### src/rtl/trig_map.svh
// Constants for the trigger qualification and holdoff block
// Functional notes
// - Each setting set exists per context: first stage, second stage, reset event.
// - Analog channels 1..4 hold high, low or ignore; ignore after reset.
// - State trigger excludes the clock channel from level qualification.
// - Levels combine by AND or OR per group; AND after reset.
// - State trigger clock edge is rising, falling or both; rising after reset.
// - Digital channels 0..15 hold high, low or ignore; ignore after reset.
// - Pattern trigger uses analog or digital group; analog after reset.
// - Auto mode self-triggers after a timeout; real trigger wins.
// - Normal mode acquires only on a qualifying trigger.
// - Free-run self-triggers after a short interval, ignoring real triggers.
// - Force starts one acquisition immediately, in any mode.
// - Holdoff blocks acceptance after each accepted trigger; the code blocks only real triggers, not force or self-triggers.
// - Holdoff is inactive for external, serial bus or sequence sources.
// - Holdoff modes: time, events, random, automatic, off.
// - Time holdoff waits the programmed period after the trigger.
// - Event holdoff accepts only after the programmed event count.
// - Random holdoff draws a new time between minimum and maximum.
// - Automatic holdoff derives its time from horizontal scale.
// - Automatic time is factor times scale; factor resets to 0.5.
`ifndef TRIG_MAP_SVH
`define TRIG_MAP_SVH
`define CTX_COUNT       3
`define CTX_A           2'h0
`define CTX_B           2'h1
`define CTX_RESET       2'h2
`define ANA_CHANNELS    4
`define DIG_CHANNELS    16
`define FREE_RUN_CYCLES 16'h0010
`define SCALE_FRAC_BITS 4
`define SCALE_RESET     16'h0008
`define LFSR_SEED       16'hace1
`endif

### src/rtl/trig_pkg.sv
// Types for the trigger qualification and holdoff block
package trig_pkg;
  typedef enum logic [1:0] {LVL_IGNORE, LVL_HIGH, LVL_LOW} level_req_t;
  typedef enum logic [1:0] {EDGE_RISE, EDGE_FALL, EDGE_BOTH} edge_sel_t;
  typedef enum logic [1:0] {RUN_AUTO, RUN_NORMAL, RUN_FREE} run_mode_t;
  typedef enum logic [2:0] {HO_OFF, HO_TIME, HO_EVENTS, HO_RANDOM,
                            HO_AUTO} holdoff_mode_t;
  typedef enum logic {TRIG_STATE, TRIG_PATTERN} trig_type_t;
  typedef enum logic {SRC_ANALOG, SRC_DIGITAL} pat_src_t;
endpackage : trig_pkg

### src/rtl/trigger_qualification_holdoff.sv
// Trigger qualification, run modes and holdoff acceptance
`timescale 1ns/1ps
`include "trig_map.svh"
module trigger_qualification_holdoff #(
  parameter int NA = `ANA_CHANNELS,
  parameter int ND = `DIG_CHANNELS,
  parameter int NC = `CTX_COUNT,
  parameter int W  = 32
) (
  input  wire logic                    clk_sys,
  input  wire logic                    rst_n,
  input  wire logic [NA-1:0]           ana_in,
  input  wire logic [ND-1:0]           dig_in,
  input  wire logic                    cfg_we,
  input  wire logic [1:0]              cfg_ctx,
  input  wire trig_pkg::trig_type_t    cfg_type,
  input  wire logic [2*NA-1:0]         cfg_ana_req,
  input  wire logic [2*ND-1:0]         cfg_dig_req,
  input  wire logic                    cfg_ana_or,
  input  wire logic                    cfg_dig_or,
  input  wire trig_pkg::edge_sel_t     cfg_edge,
  input  wire logic [1:0]              cfg_clk_ch,
  input  wire trig_pkg::pat_src_t      cfg_pat_src,
  input  wire logic [1:0]              active_ctx,
  input  wire trig_pkg::run_mode_t     run_mode,
  input  wire logic                    force_req,
  input  wire logic                    holdoff_bypass,
  input  wire trig_pkg::holdoff_mode_t holdoff_mode,
  input  wire logic [W-1:0]            holdoff_time_cyc,
  input  wire logic [W-1:0]            holdoff_events,
  input  wire logic [W-1:0]            holdoff_min_cyc,
  input  wire logic [W-1:0]            holdoff_max_cyc,
  input  wire logic [W-1:0]            hscale_cyc,
  input  wire logic                    scale_we,
  input  wire logic [15:0]             scale_fx,
  input  wire logic [W-1:0]            auto_timeout_cyc,
  output logic                         trig_out,
  output logic                         trig_forced,
  output logic                         holdoff_busy,
  output logic                         qual_state
);
  // ****************************************
  // Per-context settings and the shared scale factor
  // ****************************************
  trig_pkg::trig_type_t type_q    [NC];
  logic [2*NA-1:0]      ana_req_q [NC];
  logic [2*ND-1:0]      dig_req_q [NC];
  logic                 ana_or_q  [NC];
  logic                 dig_or_q  [NC];
  trig_pkg::edge_sel_t  edge_q    [NC];
  logic [1:0]           clk_ch_q  [NC];
  trig_pkg::pat_src_t   src_q     [NC];
  logic [15:0]          scale_q;

  always_ff @(posedge clk_sys)
  begin
    if (!rst_n)
    begin
      for (int c = 0; c < NC; c++)
      begin
        type_q[c]    <= trig_pkg::TRIG_STATE;
        ana_req_q[c] <= '0;
        dig_req_q[c] <= '0;
        ana_or_q[c]  <= 1'b0;
        dig_or_q[c]  <= 1'b0;
        edge_q[c]    <= trig_pkg::EDGE_RISE;
        clk_ch_q[c]  <= 2'h0;
        src_q[c]     <= trig_pkg::SRC_ANALOG;
      end
    end
    else if (cfg_we && 32'(cfg_ctx) < NC)
    begin
      type_q[cfg_ctx]    <= cfg_type;
      ana_req_q[cfg_ctx] <= cfg_ana_req;
      dig_req_q[cfg_ctx] <= cfg_dig_req;
      ana_or_q[cfg_ctx]  <= cfg_ana_or;
      dig_or_q[cfg_ctx]  <= cfg_dig_or;
      edge_q[cfg_ctx]    <= cfg_edge;
      clk_ch_q[cfg_ctx]  <= cfg_clk_ch;
      src_q[cfg_ctx]     <= cfg_pat_src;
    end
  end

  always_ff @(posedge clk_sys)
  begin
    if (!rst_n)
      scale_q <= `SCALE_RESET;
    else if (scale_we)
      scale_q <= scale_fx;
  end

  // ****************************************
  // Input synchronisers
  // ****************************************
  logic [NA-1:0] ana_m_q, ana_s_q, ana_p_q;
  logic [ND-1:0] dig_m_q, dig_s_q;
  // No reset: the chain follows the pins through reset, so a clock
  // channel idling high gives no false edge once reset lifts
  always_ff @(posedge clk_sys)
  begin
    ana_m_q <= ana_in;
    ana_s_q <= ana_m_q;
    ana_p_q <= ana_s_q;
    dig_m_q <= dig_in;
    dig_s_q <= dig_m_q;
  end

  // ****************************************
  // Qualification
  // ****************************************
  logic [1:0]    ctx;
  logic [NA-1:0] clk_mask;
  logic [NA-1:0] ana_excl;
  logic          ana_ok, dig_ok;
  logic          clk_now, clk_old, edge_hit;
  logic          state_hit, pattern_hit, cand;

  assign ctx      = (32'(active_ctx) < NC) ? active_ctx : `CTX_A;
  assign clk_mask = NA'(1) << clk_ch_q[ctx];
  assign ana_excl = (type_q[ctx] == trig_pkg::TRIG_STATE)
                    ? clk_mask : '0;

  level_match #(.N(NA)) u_ana (
    .levels  (ana_s_q),
    .reqs    (ana_req_q[ctx]),
    .exclude (ana_excl),
    .use_or  (ana_or_q[ctx]),
    .result  (ana_ok)
  );
  level_match #(.N(ND)) u_dig (
    .levels  (dig_s_q),
    .reqs    (dig_req_q[ctx]),
    .exclude ('0),
    .use_or  (dig_or_q[ctx]),
    .result  (dig_ok)
  );

  assign clk_now = |(ana_s_q & clk_mask);
  assign clk_old = |(ana_p_q & clk_mask);
  always_comb
  begin
    case (edge_q[ctx])
      trig_pkg::EDGE_RISE: edge_hit = clk_now && !clk_old;
      trig_pkg::EDGE_FALL: edge_hit = !clk_now && clk_old;
      default:             edge_hit = clk_now != clk_old;
    endcase
  end
  // State needs both groups at the clock edge
  assign state_hit   = edge_hit && ana_ok && dig_ok;
  assign pattern_hit = (src_q[ctx] == trig_pkg::SRC_ANALOG)
                       ? ana_ok : dig_ok;
  assign cand = (type_q[ctx] == trig_pkg::TRIG_STATE)
                ? state_hit : pattern_hit;

  // ****************************************
  // Holdoff
  // ****************************************
  logic busy;
  logic accept;
  holdoff_timer #(.W(W)) u_hold (
    .clk_sys    (clk_sys),
    .rst_n      (rst_n),
    .mode       (holdoff_mode),
    .bypass     (holdoff_bypass),
    .accept     (accept),
    .cand       (cand),
    .time_cyc   (holdoff_time_cyc),
    .events     (holdoff_events),
    .min_cyc    (holdoff_min_cyc),
    .max_cyc    (holdoff_max_cyc),
    .hscale_cyc (hscale_cyc),
    .scale_fx   (scale_q),
    .busy       (busy)
  );

  // ****************************************
  // Run modes and acceptance
  // ****************************************
  logic [W-1:0] wait_q;
  logic         real_ok, self_fire;
  // Pattern level stays true; holdoff alone paces repeats
  assign real_ok   = cand && !busy
                     && run_mode != trig_pkg::RUN_FREE;
  assign self_fire = (run_mode == trig_pkg::RUN_AUTO
                      && wait_q >= auto_timeout_cyc)
                  || (run_mode == trig_pkg::RUN_FREE
                      && wait_q >= W'(`FREE_RUN_CYCLES));
  // Normal mode fires on real_ok or force only
  assign accept    = real_ok || self_fire || force_req;

  always_ff @(posedge clk_sys)
  begin
    if (!rst_n)
      wait_q <= '0;
    else if (accept)
      wait_q <= '0;
    else if (wait_q != '1)
      wait_q <= wait_q + 1'b1;
  end

  always_ff @(posedge clk_sys)
  begin
    if (!rst_n)
    begin
      trig_out     <= 1'b0;
      trig_forced  <= 1'b0;
      holdoff_busy <= 1'b0;
      qual_state   <= 1'b0;
    end
    else
    begin
      trig_out     <= accept;
      trig_forced  <= force_req && !real_ok;
      holdoff_busy <= busy;
      qual_state   <= cand;
    end
  end
endmodule : trigger_qualification_holdoff

### src/rtl/level_match.sv
// Per-channel level match and group combine
`timescale 1ns/1ps
module level_match #(
  parameter int N = 4
) (
  input  wire logic [N-1:0]   levels,
  input  wire logic [2*N-1:0] reqs,
  input  wire logic [N-1:0]   exclude,
  input  wire logic           use_or,
  output logic                result
);
  logic [N-1:0] hit;
  logic [N-1:0] care;
  genvar i;
  generate
    for (i = 0; i < N; i++)
    begin : g_ch
      assign care[i] = (reqs[2*i+:2] != 2'(trig_pkg::LVL_IGNORE))
                       && !exclude[i];
      assign hit[i]  = (reqs[2*i+:2] == 2'(trig_pkg::LVL_HIGH))
                       ? levels[i] : !levels[i];
    end
  endgenerate
  // Ignored channels are neutral for each operator
  assign result = use_or ? |(hit & care)
                         : &(hit | ~care);
endmodule : level_match

### src/rtl/holdoff_timer.sv
// Holdoff timer: time, events, random, automatic
`timescale 1ns/1ps
`include "trig_map.svh"
module holdoff_timer #(
  parameter int W = 32
) (
  input  wire logic                   clk_sys,
  input  wire logic                   rst_n,
  input  wire trig_pkg::holdoff_mode_t mode,
  input  wire logic                   bypass,
  input  wire logic                   accept,
  input  wire logic                   cand,
  input  wire logic [W-1:0]           time_cyc,
  input  wire logic [W-1:0]           events,
  input  wire logic [W-1:0]           min_cyc,
  input  wire logic [W-1:0]           max_cyc,
  input  wire logic [W-1:0]           hscale_cyc,
  input  wire logic [15:0]            scale_fx,
  output logic                        busy
);
  logic [W-1:0]  cnt_q;
  logic [15:0]   lfsr_q;
  logic [W-1:0]  span;
  logic [W-1:0]  rnd;
  logic [W+15:0] prod;
  logic [W-1:0]  load;
  assign span = max_cyc - min_cyc + 1'b1;
  assign rnd  = (max_cyc > min_cyc)
                ? min_cyc + (W'(lfsr_q) % span) : min_cyc;
  assign prod = hscale_cyc * scale_fx;
  always_comb
  begin
    case (mode)
      trig_pkg::HO_TIME:   load = time_cyc;
      trig_pkg::HO_EVENTS: load = events;
      trig_pkg::HO_RANDOM: load = rnd;
      trig_pkg::HO_AUTO:   load = W'(prod >> `SCALE_FRAC_BITS);
      default:             load = '0;
    endcase
  end
  always_ff @(posedge clk_sys)
  begin
    if (!rst_n)
      lfsr_q <= `LFSR_SEED;
    else
      lfsr_q <= {lfsr_q[14:0], lfsr_q[15]^lfsr_q[13]^lfsr_q[12]^lfsr_q[10]};
  end
  // Events mode counts candidates; time modes count cycles
  always_ff @(posedge clk_sys)
  begin
    if (!rst_n)
      cnt_q <= '0;
    else if (bypass || mode == trig_pkg::HO_OFF)
      cnt_q <= '0;
    else if (accept)
      cnt_q <= load;
    else if (cnt_q != '0 && (mode != trig_pkg::HO_EVENTS || cand))
      cnt_q <= cnt_q - 1'b1;
  end
  assign busy = (cnt_q != '0);
endmodule : holdoff_timer

### config.mk
export PLATFORM = sky130hd
export DESIGN_NAME = trigger_qualification_holdoff
export DESIGN_NICKNAME = d
export VERILOG_FILES = /design/src/rtl/trig_pkg.sv /design/src/rtl/trigger_qualification_holdoff.sv /design/src/rtl/level_match.sv /design/src/rtl/holdoff_timer.sv
export VERILOG_INCLUDE_DIRS = /design/src /design/src/rtl
export SDC_FILE = /design/constraint.sdc
export NUM_CORES = 2
export LEC_CHECK = 0
export BUFFER_PORTS_ARGS = -buffer_cell sky130_fd_sc_hd__buf_4
export CAP_MARGIN = 10
export CORE_ASPECT_RATIO = 0.9
export CORE_MARGIN = 2
export CORE_UTILIZATION = 60
export CTS_CLUSTER_DIAMETER = 200
export DETAILED_ROUTE_END_ITERATION = 8
export GPL_ROUTABILITY_DRIVEN = 1
export HOLD_SLACK_MARGIN = 0.08
export PLACE_DENSITY = 0.8
export SYNTH_ARGS = -nofsm -noshare
export SYNTH_HDL_FRONTEND = slang
export SYNTH_SLANG_ARGS = --single-unit
### constraint.sdc
create_clock -name clk_sys -period 267.1 [get_ports clk_sys]
set_clock_uncertainty 0.1 [all_clocks]
set_input_delay 40.065 -clock clk_sys [delete_from_list [all_inputs] [get_ports clk_sys]]
set_output_delay 40.065 -clock clk_sys [all_outputs]
set_load 0.005 [all_outputs]
Yosys cells after proc, flatten, opt, wreduce, memory -nomap -nowiden. Memories as Yosys holds them, arrays and structs flattened. Cells that the tools add are included.

Memories kept: 8. Logic and storage cells: 224. Memory bits (writable): 144. Register bits after elaboration: 144. Output and inout port bits: 4.

Add/subtract/negate cells: 5. Order comparisons: 5. Div/mod/pow operators: 1. Equality and inequality tests: 30. Reduce and logical (&&, ||, !) cells: 89. Multiply operators: 1. Shift-type cells: 1. Bitwise gates (word level): 12. Mux-type cells: 59.

Memory list: dig_req_q (depth 3, width 32, read ports 1, clocked after memory_dff 0, write ports 3, RTL line trigger_qualification_holdoff.sv:47) `logic [2*ND-1:0] dig_req_q [NC];`; ana_req_q (depth 3, width 8, read ports 1, clocked after memory_dff 0, write ports 3, RTL line trigger_qualification_holdoff.sv:46) `logic [2*NA-1:0] ana_req_q [NC];`; clk_ch_q (depth 3, width 2, read ports 1, clocked after memory_dff 0, write ports 3, RTL line trigger_qualification_holdoff.sv:51) `logic [1:0] clk_ch_q [NC];`; edge_q (depth 3, width 2, read ports 1, clocked after memory_dff 0, write ports 3, RTL line trigger_qualification_holdoff.sv:50) `trig_pkg::edge_sel_t edge_q [NC];`; ana_or_q (depth 3, width 1, read ports 1, clocked after memory_dff 0, write ports 3, RTL line trigger_qualification_holdoff.sv:48) `logic ana_or_q [NC];`; dig_or_q (depth 3, width 1, read ports 1, clocked after memory_dff 0, write ports 3, RTL line trigger_qualification_holdoff.sv:49) `logic dig_or_q [NC];`; 2 more memories.

Operator list (number): $mux W32 (4); $pmux W32 S4 (1); $add A32 B1 Y32 const B (2); $eq A2 B1 Y1 const B (21); $reduce_bool A2 Y1 (21); $mux W1 (40); $mul A32 B16 Y36 (1); $add A32 B32 Y32 (1); $ge A32 B32 Y1 (1); $ge A32 B5 Y1 const B (1); $gt A32 B32 Y1 (1); $mod A16 B32 Y32 (1); $ne A32 B32 Y1 const B (1); $reduce_bool A32 Y1 (1); $reduce_or A32 Y1 (1); $sub A32 B1 Y32 const B (1); $sub A32 B32 Y32 (1); $logic_not A1 Y1 (28); $mux W2 (11); $and A16 B16 Y16 (1); $not A16 Y16 (1); $or A16 B16 Y16 (1); $reduce_and A16 Y1 (1); $reduce_or A16 Y1 (1); 26 further kinds (59).

Depth between registers and ports, before layout. An unclocked memory read counts as a cell.

Word-level depth: 19. Gate-level depth with buffers: 423.

Cells and area by module. From an unflattened synthesis, not the netlist that was laid out.

Cell total of the unflattened synthesis: 8244. Area, all modules: 63428.3 µm².

Modules (own cells, without submodules): holdoff_timer (cells an instance 7132, seq. area each 960.9 µm², times used 1, area each 51325.5 µm²); trigger_qualification_holdoff (cells an instance 999, seq. area each 6125.9 µm², times used 1, area each 11309.6 µm²); level_match (u_dig) (cells an instance 88, seq. area each 0.0 µm², times used 1, area each 630.6 µm²); level_match (u_ana) (cells an instance 25, seq. area each 0.0 µm², times used 1, area each 162.7 µm²).

Worst setup path before layout. OpenSTA, ideal clock, no wires.

Path type: input port to flip-flop. Start point: input port holdoff_min_cyc[6]. End point: register u_hold.cnt_q[31]. Stages on the path: 388. Path slack: 141445 ps. Data arrival time: 125476 ps. Library setup time: 79 ps. Buffers on the path: 46. Path through: inv_1 -> ha_1 -> inv_1 -> fa_1 -> o21bai_4 -> or3_4 -> a2111o_1 -> o211a_2 -> xnor2_4 -> nor4b_2 -> nand4b_1 -> or4_1 -> buf_4 -> buf_6 -> clkbuf_1 -> nor3_1 -> ha_1 -> o21a_1 -> [352 not listed] -> a21o_1 -> a21o_1 -> a2111oi_0 -> nor3_1 -> a211o_1 -> o31ai_1 -> or3_1 -> a31oi_1 -> a41oi_1 -> a211o_1 -> o2111ai_1 -> a31oi_1 -> nor2b_1 -> o21ai_0 -> a21oi_1 -> xor2_1 -> o221a_2 -> o211ai_1.

Word-level cells in the longest chain between the ends: 7. Elaborated cells between the ends (all ways): 8.

Ends and longest elaborated chain: from (decl) (RTL line trigger_qualification_holdoff.sv:31) `input wire logic [W-1:0] holdoff_min_cyc,`; $sub A32 B32 Y32 (RTL line holdoff_timer.sv:27) `assign span = max_cyc - min_cyc + 1'b1;`; $add A32 B1 Y32 (RTL line holdoff_timer.sv:27); $mod A16 B32 Y32 (RTL line holdoff_timer.sv:29) `? min_cyc + (W'(lfsr_q) % span) : min_cyc;`; $add A32 B32 Y32 (RTL line holdoff_timer.sv:29); $mux W32 * (RTL line holdoff_timer.sv:29); $pmux W32 S4 * (RTL line holdoff_timer.sv:33) `case (mode)`; $mux W32 * (RTL line holdoff_timer.sv:55) `else if (accept)`; to (signal assigned) (RTL line holdoff_timer.sv:56) `cnt_q <= load;`; to (signal assigned) (RTL line holdoff_timer.sv:58) `cnt_q <= cnt_q - 1'b1;`; to (decl) (RTL line holdoff_timer.sv:21) `logic [W-1:0] cnt_q;`.

Mark *: on every way between the ends. The rest lies on a longest branch, timed or not. A chain may end at the register's enable or synchronous reset.

Final worst setup path.
Start point: input port holdoff_min_cyc[12]. End point: register u_hold.cnt_q[25].

The elaborated chain is that of the path after synthesis.

==> metrics list <==
- After layout, the worst path uses 52.6% of the clock period.
- Clk_lat worst skew: 0.66 ns
- Post-CTS sizing: 0
- After clock tree synthesis, the setup repair step added 0 buffers.
- In this run the tightest slew margin relative to its limit is 22.3%.
* Endpoint class of the critical path: register
* Synth Register Bits: 288
- In the final layout, the share of cells above drive strength 1 is 8.83%.
- TritonCTS clock tree: built
* Sequential cell area fraction in the yosys report: 11.6%
- Pre-CTS setup slack: 129.31 ns
- Net switching is 51.0% of the power.
- Max Slew Vio Count: 0
- Number of remaining DRC errors: 0
- Summed over all layers, the routed wires come to 226000 um.
- In this run the mean area of a mapped cell was 7.64 sq um.
* Post-DR vias/cell: 6.56
* Worst path required time: 267.56 ns
- The clock passes through at most 3 buffers.
* Setup repair after global routing missed its margin: false
- The internal portion of the total power is 0.174 mW.
- Library cell contributing the largest single delay on the critical path: sky130_fd_sc_hd__o31ai_1
- The final layout contains 9578 nets.
- Counting flops with a built-in enable in the synthesized netlist gives 132.
- Clock slew seen by the registers of the worst setup and hold paths: 0.07 ns
* Placed wire-length estimate: 178000 um
- Largest net degree at the start of global routing: 59
- In this run, CTS created clock tree buffers numbering 31.
* Via count: 62800
- The congestion estimate from routability-driven global placement came to 1.05.
* Max rail drop VDD: 0.00950 mV
- Sequential fraction of design power: 14.4%
- Sum of negative setup slack: 0 ns
- Final number of hold-violating endpoints: 0
- Relative contribution of combinational cells to total power: 73.0%
- The count of cells in the finished layout, fillers not included, comes to 9571.
* Number of DRC markers after the initial detailed-route iteration: 7241
- Wire length of the first global-routing pass: 347000 um
- Row generation in the floorplan step produced 111 rows.
- Max-cap violations in this run came to 0.
- After detailed placement, the design holds a cell count of 9497.
- The detail route stage leaves a number of antenna-violating nets equal to 0.
- In this run the power density over the cells is 5.36 nW/um^2.
* Area of the mapped netlist: 61400 sq um
- Of the total power, the clock network draws 12.6%.
- Area grow syn2layout: 7.85%
- Die area: 105000 sq um
* Worst Path Max Fanout: 37
- Type of origin of the critical path: input pin
* Antenna violations before repair: 16
* Count of unique library cells instantiated by Yosys: 117
* Number of synthesis warnings: 0
* Maximum frequency from static timing analysis: 7.12 MHz
* Die Span Y: 307 um
- Delay contributed by the slowest stage of the critical path: 0.92 ns
- After global routing the overflow that remains totals 0.
- Buffers placed on the I/O ports in this run total 294.
- The cell that appears most often on the critical path is sky130_fd_sc_hd__a21oi_1.
- In this run the static leakage power is 30.9 nW.
- Crit Path Class: in -> reg
- The clock net in this run drives a total of 288 sinks.
- Worst Setup Slack, final: 126.67 ns
- The routed design could run at a clock period as short as 140.43 ns.
- Data arrival time at the worst-slack endpoint: 140.89 ns
* Result of the run: finished, final reports clean
* Gate Count Post-Synth: 8034
* Initial standard-cell utilization of the core: 60.4%
* Final routed wire length divided by cell count: 23.6 um
- Count of endpoints failing setup in the final report: 0
- H-Tree Depth: 1
- Via count of the first global-routing pass: 60400
* Dominant register cell in the synthesized netlist: sky130_fd_sc_hd__dfxtp_1
- Across all register-to-register paths, the minimum setup slack is 202.41 ns.
- CTS placed an instance of sky130_fd_sc_hd__clkbuf_16 at the clock tree root.
* Ports: 295
- Post-layout utilization of the core: 65.1%
* Total global-route track usage: 41.9%
- Worst-Margin Slew: 1.15 ns
- The die is 341 um wide.
- For this design, the CTS-stage hold fixing added 0 buffers.
- Fraction of synthesis flops using an asynchronous set or reset pin: 0%
- Hold Crit Class: reg -> reg
- First-pass detailed-route iteration total: 8
* Core region area: 102000 sq um
* Net switching power figure: 0.181 mW
==> registers in the layout, summed over array words and instances (netlist names), 4 cells and up <==
register,cells
dig_req_q,96
u_hold.cnt_q,32
wait_q,32
ana_req_q,24
dig_m_q,16
dig_s_q,16
scale_q,16
u_hold.lfsr_q,16
clk_ch_q,6
edge_q,6
ana_m_q,4
ana_p_q,4
ana_s_q,4
==> power groups by stage <==
stage	clock network, mW	logic [mW]	registers (mW)
3_3_place_gp	0	0.247	0.0517
5_1_grt	0.0459	0.281	0.0513
3_5_place_dp	0	0.251	0.0518
6_report	0.0446	0.259	0.0510
4_1_cts	0.0449	0.253	0.0509
2_1_floorplan	0	0.179	0.0510
==> final cells by class <==
class | instances | area (sq um)
diodes | 15 | 37.5
clock buffers | 41 | 843
clock inverters | 17 | 183
fillers | 8887 | 35500
inverters | 652 | 2450
multi-input cells | 6799 | 50900
flip-flops and latches | 288 | 7090
well taps | 1356 | 1700
repair buffers | 403 | 3020
==> worst max-delay path: cells and delay by family <==
family,cells,cell delay [ns]
AO/OA/AOI/OAI,228,60.99
XOR/XNOR,2,0.30
adder cells (fa/ha/maj),34,10.84
buffers and inverters,20,4.53
multiplexers,5,2.16
AND/OR/NAND/NOR,81,21.74
==> worst paths after layout <==
check	startpoint	cells past startpoint	to
worst max-delay path	holdoff_min_cyc[12]	370	u_hold.cnt_q[25]$_SDFFE_PP0P_
worst min-delay path	dig_m_q[11]$_DFF_P_	0	dig_s_q[11]$_DFF_P_
worst max register to register	u_hold.lfsr_q[15]$_SDFF_PN1_	235	u_hold.cnt_q[25]$_SDFFE_PP0P_
worst min register to register	dig_m_q[11]$_DFF_P_	0	dig_s_q[11]$_DFF_P_
==> layer usage <==
layer  global-route usage [%]  vias to the layer above  share of wire, %
li1                         -                    28800                 -
met1                     54.1                    29600                39
met5                        0                        -             0.039
met2                     66.8                     3635                44
met3                     8.19                      805                11
met4                     21.5                       10               6.3
==> cell families (layout without fill, tap and decap cells) <==
group	count (synthesis)	count (layout)	share of synthesized area, %
xor gates and xnor gates	453	453	6.53
muxes	149	149	2.63
DFF	288	288	11.6
adders and majority gates	1112	1112	27.2
other	1	31	0.00611
and+or+nand+nor	3047	3047	23.8
AOI/OAI and AO/OA	2022	2022	22.3
buffers and inverters	962	1113	5.98
==> stage by stage <==
step	total power [mW]	hold WS (ns)	cell area, sq um
after floorplan	0.230	0.210	61400
after global routing	0.378	0.232	66200
after global placement	0.298	0.211	65100
final	0.355	0.225	66200
after CTS	0.348	0.228	66100
after detailed placement	0.303	0.214	65100
==> cell usage after synthesis (all sizes together), types with 24 or more instances <==
| cell | n | area (sq um) |
|---|---|---|
| a2111oi | 26 | 246 |
| a211o | 27 | 236 |
| a211oi | 61 | 473 |
| a21o | 172 | 1290 |
| a21oi | 511 | 2580 |
| a22oi | 71 | 533 |
| a31oi | 98 | 619 |
| a41oi | 24 | 218 |
| and2 | 309 | 1930 |
| and3 | 72 | 450 |
| buf | 46 | 226 |
| clkbuf | 264 | 992 |
| dfxtp | 156 | 3120 |
| edfxtp | 132 | 3960 |
| fa | 373 | 7470 |
| ha | 739 | 9250 |
| inv | 651 | 2440 |
| mux2 | 97 | 1090 |
| mux2i | 52 | 521 |
| nand2 | 898 | 3370 |
| nand2b | 81 | 507 |
| nand3 | 136 | 681 |
| nand4 | 75 | 484 |
| nor2 | 799 | 3030 |
| nor2b | 131 | 820 |
| nor3 | 266 | 1370 |
| nor4 | 57 | 378 |
| o2111ai | 39 | 342 |
| o211ai | 37 | 293 |
| o21a | 188 | 1410 |
| o21ai | 323 | 1620 |
| o21bai | 36 | 282 |
| o22ai | 59 | 369 |
| o31ai | 66 | 500 |
| or2 | 61 | 382 |
| or3 | 84 | 531 |
| xnor2 | 275 | 2450 |
| xor2 | 178 | 1560 |
==> placed cells by master, fill, tap and decap left out, types with 24 or more instances in the layout <==
cell type / instances
sky130_fd_sc_hd__nand2_1: 898
sky130_fd_sc_hd__nor2_1: 790
sky130_fd_sc_hd__ha_1: 739
sky130_fd_sc_hd__inv_1: 650
sky130_fd_sc_hd__a21oi_1: 505
sky130_fd_sc_hd__buf_4: 402
sky130_fd_sc_hd__fa_1: 373
sky130_fd_sc_hd__and2_1: 308
sky130_fd_sc_hd__o21ai_0: 304
sky130_fd_sc_hd__xnor2_1: 272
sky130_fd_sc_hd__nor3_1: 258
sky130_fd_sc_hd__o21a_1: 188
sky130_fd_sc_hd__xor2_1: 176
sky130_fd_sc_hd__a21o_1: 172
sky130_fd_sc_hd__dfxtp_1: 156
sky130_fd_sc_hd__nand3_1: 136
sky130_fd_sc_hd__edfxtp_1: 132
sky130_fd_sc_hd__nor2b_1: 130
sky130_fd_sc_hd__mux2_2: 97
sky130_fd_sc_hd__a31oi_1: 96
sky130_fd_sc_hd__or3_1: 83
sky130_fd_sc_hd__nand2b_1: 78
sky130_fd_sc_hd__nand4_1: 74
sky130_fd_sc_hd__and3_1: 72
sky130_fd_sc_hd__a22oi_1: 71
sky130_fd_sc_hd__o31ai_1: 63
sky130_fd_sc_hd__or2_2: 60
sky130_fd_sc_hd__o22ai_1: 59
sky130_fd_sc_hd__a211oi_1: 57
sky130_fd_sc_hd__nor4_1: 55
sky130_fd_sc_hd__mux2i_1: 52
sky130_fd_sc_hd__o2111ai_1: 39
sky130_fd_sc_hd__o21bai_1: 35
sky130_fd_sc_hd__o211ai_1: 34
sky130_fd_sc_hd__clkbuf_16: 31
sky130_fd_sc_hd__a211o_1: 27
sky130_fd_sc_hd__a2111oi_0: 24
Power figures use the tool's default switching activity.
